<file path="src/core/brs_defs.vh">
`ifndef BRS_DEFS_VH
`define BRS_DEFS_VH

// ==========================================================
// Boot addresses
`define BRS_RESET_VADDR     32'hA000_0000
`define BRS_SEG_MASK        32'hE000_0000
`define BRS_SEG_BASE        32'hA000_0000
`define BRS_PHYS_MASK       32'h1FFF_FFFF
`define BRS_BOOT_PADDR      32'h0000_0000
`define BRS_CS_SIZE_MASK    32'hFC00_0000

// ==========================================================
// Timing
`define BRS_CLK_MHZ         20
`define BRS_OSC_SETTLE_US   1000
`define BRS_OSC_SETTLE_CYC  (`BRS_OSC_SETTLE_US * `BRS_CLK_MHZ)
`define BRS_SYNC_STAGES     2

// ==========================================================
// Clock control reset values
`define BRS_PLL_EN_RST      2'b00
`define BRS_DIV_RST         4'h0
`define BRS_GATE_RST        8'hFF

`endif

</file>
<file path="src/core/brs_sequencer.v">
`timescale 1ns/10ps
`include "brs_defs.vh"

// Functional notes
// - Whole logic held in reset while supply detector reports low supply.
// - After supply reset the system clock comes from the primary clock input.
// - Oscillator select strap level decides crystal versus external clock.
// - With crystal, reset extends until oscillator settling reports stable.
// - With external clock, reset releases with no settling delay.
// - All PLLs disabled at start-up until software enables them.
// - After reset all module clocks run ungated and undivided.
// - First fetch after release is at virtual address 0xA000_0000.
// - Fixed segment bypasses translation and cache, maps onto 0 to 0x1FFF_FFFF.
// - Physical address zero decodes to boot chip select on external memory.
// - Software may later enable PLLs, set dividers and gate clocks.
module brs_sequencer #(
   parameter SETTLE_CYC = `BRS_OSC_SETTLE_CYC
) (
   // Clock and supply reset
   input  wire        clk,
   input  wire        nrst,
   // Board strap and oscillator status
   input  wire        oscillator_select_strap,
   input  wire        osc_stable,
   // Software clock control requests
   input  wire        cfg_we,
   input  wire [1:0]  cfg_pll_en,
   input  wire [3:0]  cfg_div,
   input  wire [7:0]  cfg_gate,
   // Processor fetch address in
   input  wire [31:0] cpu_vaddr,
   input  wire        cpu_req,
   // Reset and clock outputs
   output wire        sys_nrst,
   output reg         crystal_mode,
   output reg  [1:0]  pll_en,
   output reg  [3:0]  clk_div,
   output reg  [7:0]  clk_gate,
   output wire        clk_source_primary,
   // Fetch and decode outputs
   output reg  [31:0] fetch_vaddr,
   output reg  [31:0] phys_addr,
   output reg         uncached,
   output reg         untranslated,
   output reg         boot_chip_select,
   output reg         mem_req
);

   // ==========================================================
   // Sequencer states
   localparam ST_STRAP  = 2'b00;
   localparam ST_SETTLE = 2'b01;
   localparam ST_SYNC   = 2'b10;
   localparam ST_RUN    = 2'b11;

   reg [1:0]  state;
   reg [1:0]  next_state;
   reg [31:0] settle_cnt;
   reg [1:0]  rel_sync;
   reg        first_fetch;

   wire       seg_hit;
   wire [31:0] xlat;
   wire       release_ok;

   // Clock is always the primary clock input pin
   assign clk_source_primary = 1'b1;

   // ==========================================================
   // State machine: strap sampled after supply release
   always @* begin
      next_state = state;
      case (state)
         ST_STRAP: begin
            // Decide from the pin itself, the strap flop is still loading
            next_state = oscillator_select_strap ? ST_SYNC : ST_SETTLE;
         end
         ST_SETTLE: begin
            if (osc_stable && settle_cnt == 32'h0000_0000)
               next_state = ST_SYNC;
         end
         ST_SYNC: begin
            next_state = ST_RUN;
         end
         ST_RUN: begin
            next_state = ST_RUN;
         end
         default: begin
            next_state = ST_STRAP;
         end
      endcase
   end

   // Strap captured by clocked process after release
   always @(posedge clk or negedge nrst) begin
      if (!nrst) begin
         state        <= ST_STRAP;
         crystal_mode <= 1'b0;
         settle_cnt   <= 32'h0000_0000;
      end else begin
         state <= next_state;
         if (state == ST_STRAP) begin
            crystal_mode <= ~oscillator_select_strap;
            settle_cnt   <= SETTLE_CYC;
         end else if (state == ST_SETTLE && settle_cnt != 32'h0000_0000) begin
            settle_cnt <= settle_cnt - 32'h0000_0001;
         end
      end
   end

   // Release requested once the state machine reaches ST_RUN
   assign release_ok = (state == ST_RUN);

   // ==========================================================
   // Reset synchroniser: async assert, sync release
   always @(posedge clk or negedge nrst) begin
      if (!nrst) begin
         rel_sync <= 2'b00;
      end else begin
         rel_sync <= {rel_sync[0], release_ok};
      end
   end

   assign sys_nrst = rel_sync[1];

   // ==========================================================
   // Clock control: PLLs off, clocks undivided and running
   always @(posedge clk or negedge nrst) begin
      if (!nrst) begin
         pll_en   <= `BRS_PLL_EN_RST;
         clk_div  <= `BRS_DIV_RST;
         clk_gate <= `BRS_GATE_RST;
      end else if (!sys_nrst) begin
         pll_en   <= `BRS_PLL_EN_RST;
         clk_div  <= `BRS_DIV_RST;
         clk_gate <= `BRS_GATE_RST;
      end else if (cfg_we) begin
         pll_en   <= cfg_pll_en;
         clk_div  <= cfg_div;
         clk_gate <= cfg_gate;
      end
   end

   // ==========================================================
   // Fixed segment decode
   assign seg_hit = ((fetch_vaddr & `BRS_SEG_MASK) == `BRS_SEG_BASE);
   assign xlat    = fetch_vaddr & `BRS_PHYS_MASK;

   // Fetch address: reset vector first, then processor requests
   always @(posedge clk or negedge nrst) begin
      if (!nrst) begin
         fetch_vaddr <= `BRS_RESET_VADDR;
         first_fetch <= 1'b1;
         mem_req     <= 1'b0;
      end else if (!sys_nrst) begin
         fetch_vaddr <= `BRS_RESET_VADDR;
         first_fetch <= 1'b1;
         mem_req     <= 1'b0;
      end else if (first_fetch) begin
         fetch_vaddr <= `BRS_RESET_VADDR;
         first_fetch <= 1'b0;
         mem_req     <= 1'b1;
      end else begin
         mem_req <= cpu_req;
         if (cpu_req)
            fetch_vaddr <= cpu_vaddr;
      end
   end

   // Physical address and chip select registered from decode
   always @(posedge clk or negedge nrst) begin
      if (!nrst) begin
         phys_addr        <= `BRS_BOOT_PADDR;
         uncached         <= 1'b1;
         untranslated     <= 1'b1;
         boot_chip_select <= 1'b0;
      end else begin
         phys_addr    <= seg_hit ? xlat : fetch_vaddr;
         uncached     <= seg_hit;
         untranslated <= seg_hit;
         // Boot chip select window begins at physical zero
         boot_chip_select <= seg_hit && sys_nrst &&
                             ((xlat & `BRS_CS_SIZE_MASK) == `BRS_BOOT_PADDR);
      end
   end

endmodule // brs_sequencer

</file>
<file path="config.mk">
export PLATFORM = sky130hd
export DESIGN_NAME = brs_sequencer
export DESIGN_NICKNAME = d
export VERILOG_FILES = /design/src/core/brs_sequencer.v
export VERILOG_INCLUDE_DIRS = /design/src /design/src/core
export SDC_FILE = /design/constraint.sdc
export NUM_CORES = 1
export LEC_CHECK = 0
export ABC_AREA = 1
export ABC_CLOCK_PERIOD_IN_PS = 2680
export BUFFER_PORTS_ARGS = -buffer_cell sky130_fd_sc_hd__buf_2
export CORE_MARGIN = 2
export CORE_UTILIZATION = 38
export DETAILED_ROUTE_END_ITERATION = 16
export PLACE_DENSITY = 0.59
export SYNTH_ARGS = -nofsm -noshare
export SYNTH_HDL_FRONTEND = slang
export SYNTH_SLANG_ARGS = --single-unit
</file>
<file path="constraint.sdc">
create_clock -name clk -period 2.68 [get_ports clk]
set_clock_uncertainty 0.15 [all_clocks]
set_input_delay 0.536 -clock clk [delete_from_list [all_inputs] [get_ports clk]]
set_output_delay 0.536 -clock clk [all_outputs]
set_load 0.005 [all_outputs]
</file>
==> impl_metrics.json <==
{
  "status": "complete, no violations",
  "rsz0062_at_grt": "no",
  "synth_area_sq_um": 5060,
  "syn-num-nets": 589,
  "synthCells": 536,
  "crit_path_end_kind": "register",
  "grt_pass1_vias": 4220,
  "gp_congestion": 0.834,
  "core_area_sq_um": 13100,
  "portBuffers": 135,
  "clk_latency_ns": 0.41,
  "pre_cts_ws_ns": 0.627,
  "fp.dieW_um": 119,
  "drt_iter0_drc": 295,
  "antenna_found_initial": 0,
  "chipHeight_um": 119,
  "drive_gt1_share_pct": 30.4,
  "min_from": "cpu_vaddr[30]",
  "dp_hpwl_mm": 8.83,
  "r2r_slack_ns": 0.66,
  "clockBufferDepth": 2,
  "crit_path_start_kind": "register",
  "clockPowerShare_pct": 31.3,
  "p_sw_share_pct": 38.0,
  "ios": 137,
  "synthToLayoutAreaGrowth_pct": 29.5,
  "path_cells": "inv_1 > ha_1 > nand2_4 > nor2_8 > nand2_4 > o21ai_4 > nand2_4 > inv_4 > nand2_1 > nand2_1",
  "p_per_area_nw_per_um2": 1100,
  "fin_tns_setup_ns": 0,
  "timing.final.crit_period_ns": 2.02,
  "nNetsFinal": 731,
  "vias": 4175,
  "cp_top_family": "simple AND/OR/NAND/NOR gates",
  "max_freq_mhz": 496,
  "hold_end": "fetch_vaddr[30]",
  "hold_violations": 0,
  "cts.sinks": 119,
  "grt_pass1_wl_mm": 20.7,
  "rows": 42,
  "critPathArrivalTime_ns": 2.21,
  "path_class": "reg -> reg",
  "vias_per_cell": 4.82,
  "cp.buffers_inverters": 2,
  "cts_tree": "yes",
  "ys_types": 35,
  "crit_top_cell": "nand2_4",
  "clockRootBuffer": "clkbuf_16",
  "h-tree-depth": 4,
  "p_sw_mw": 2.75,
  "finalCritPeriodShare_pct": 75.2,
  "ant_nets": 0,
  "ys_ff_latch": 119,
  "wl_per_cell_um": 14.3,
  "cts_inserted_buffers": 17,
  "n_antenna_cell": 0,
  "p_int_mw": 4.48,
  "start_util_pct": 38.6,
  "ir_drop_mv": 0.451,
  "crit_fanout": 16,
  "seq_power_share_pct": 35.0,
  "p_leak_nw": 3.67,
  "slew_viol_final": 0,
  "cap_violations": 0,
  "finalPower_mw": 7.23,
  "critPathRequiredTime_ns": 2.88,
  "combPwrFrac_pct": 33.6,
  "grt_usage_pct": 18.3,
  "seq_area_frac_synth_pct": 59.1,
  "first_pass_iters": 4,
  "timing.rr.start": "settle_cnt[0]",
  "ff2ff_path_depth": 10,
  "wirelength_mm": 12.4,
  "cp_slowest_stage_delay_ns": 0.35,
  "yosysWarnings": 0,
  "slowest_stage": "dfrtp_1",
  "path_clk_slew_ns": 0.06,
  "overflow": 0,
  "drcViolationCount": 0,
  "worstHoldPathCells": 3,
  "post-route-util_pct": 49.9,
  "reg2reg_to": "settle_cnt[10]",
  "grt_max_degree": 53,
  "setup_viol": 0,
  "setup_slack_ns": 0.664,
  "hp-class": "in -> reg",
  "syn_avg_cell_area_sq_um": 9.45,
  "die_area_sq_um": 14300
}
## through the flow
stage | cell area (sq um) | hold WS (ns) | std cells
3_5_place_dp | 5950 | 0.186 | 834
3_3_place_gp | 5950 | 0.184 | 834
5_1_grt | 6560 | 0.188 | 867
4_1_cts | 6560 | 0.178 | 867
2_1_floorplan | 5060 | 0.0904 | 536
6_report | 6560 | 0.190 | 867
## layout by cell type, fill, tap and decap left out, types with 4 or more instances in the layout
cell type,instances
o21ai_0,27
dfrtp_1,107
a21oi_1,13
inv_1,62
a22o_1,28
buf_2,134
buf_12,4
dfstp_2,12
clkbuf_16,17
nand3_1,30
nor2_2,5
nor3_1,4
o21ai_2,6
buf_4,4
nand4_1,16
nand2_1,113
nor2_1,63
## what timing repair did
action,in CTS,in global routing
buffers inserted,0,0
endpoints found under the hold margin,30,0
hold buffers,1,0
gates resized for setup,0,0
## worst max-delay path by stage
stage / depth (start not counted) / slack (ns) / start / to
2_1_floorplan: 10 / 0.86 / settle_cnt[0] / settle_cnt[10]
3_3_place_gp: 7 / 0.68 / rel_sync[1] / fetch_vaddr[28]
3_5_place_dp: 7 / 0.63 / rel_sync[1] / fetch_vaddr[28]
4_1_cts: 7 / 0.61 / rel_sync[1] / fetch_vaddr[28]
5_1_grt: 7 / 0.43 / rel_sync[1] / fetch_vaddr[28]
6_report: 10 / 0.66 / settle_cnt[0] / settle_cnt[10]
## synth_stat cells
master / number / area [sq um]
nand3b_1: 2 / 15.0
conb_1: 1 / 3.75
xor2_1: 3 / 26.3
inv_4: 1 / 6.26
buf_4: 2 / 15.0
dfstp_2: 12 / 315
dfrtp_1: 107 / 2680
a22o_1: 28 / 245
clkbuf_1: 13 / 48.8
o21ai_1: 2 / 10.0
o21ai_4: 1 / 16.3
and2b_1: 1 / 7.51
nor2_1: 64 / 240
xnor2_1: 3 / 26.3
nand2_2: 1 / 6.26
buf_12: 1 / 20.0
a21oi_1: 13 / 65.1
ha_1: 1 / 12.5
buf_6: 2 / 22.5
nand4_1: 16 / 100
nor2_8: 1 / 20.0
nand3_1: 30 / 150
or2_2: 3 / 18.8
nor3b_1: 1 / 7.51
inv_1: 62 / 233
buf_2: 2 / 10.0
nand2_1: 113 / 424
o21ai_2: 6 / 52.6
nor2_4: 3 / 33.8
o21bai_1: 2 / 15.0
nand2_4: 3 / 33.8
o21ai_0: 27 / 135
nor2_2: 4 / 25.0
and2_1: 1 / 6.26
nor3_1: 4 / 20.0
## cell type report
cell class | count | area (sq um)
Timing Repair Buffer | 143 | 791
Tap cell | 176 | 220
Fill cell | 1207 | 6580
Clock buffer | 19 | 453
Inverter | 63 | 239
Clock inverter | 13 | 145
Sequential cell | 119 | 2990
Multi-Input combinational cell | 334 | 1720
## metal layers
| metal | track usage, % | wire length (um) |
|---|---|---|
| met1 | 25.1 | 5690 |
| met5 | 0 | 0 |
| met3 | 5.03 | 914 |
| met4 | 6.32 | 172 |
| met2 | 28.1 | 5580 |
## sequential cells by signal (all words and copies together) (netlist names)
name / cells
state: 2
phys_addr: 32
fetch_vaddr: 32
pll_en: 2
clk_div: 4
clk_gate: 8
first_fetch: 1
untranslated: 1
crystal_mode: 1
mem_req: 1
settle_cnt: 32
rel_sync: 2
boot_chip_select: 1
## logic make-up after synthesis
kind of cell,Yosys count,share of synthesized area [%]
adder cells (fa/ha/maj),1,0.247
buffers and inverters,83,7.02
AND/OR/NAND/NOR,247,21.9
flip-flops,119,59.1
AO/OA/AOI/OAI,79,10.6
XOR/XNOR,6,1.04
other,1,0.0740
## worst register-to-register path: stages, from the launching register on
cell,delay [ns]
dfrtp_1,0.35
inv_1,0.10
ha_1,0.29
nand2_4,0.11
nor2_8,0.19
nand2_4,0.09
o21ai_4,0.19
nand2_4,0.17
inv_4,0.19
nand2_1,0.07
nand2_1,0.07
## power by group through the flow
stage / Clock (mW) / Combinational (mW) / Sequential, mW
global route: 2.42 / 2.78 / 2.59
finish: 2.26 / 2.43 / 2.53
detailed placement: 0 / 2.43 / 2.56
floorplan: 0 / 1.76 / 2.50
global placement: 0 / 2.40 / 2.55
CTS: 2.31 / 2.44 / 2.53
Power figures use the tool's default switching activity.
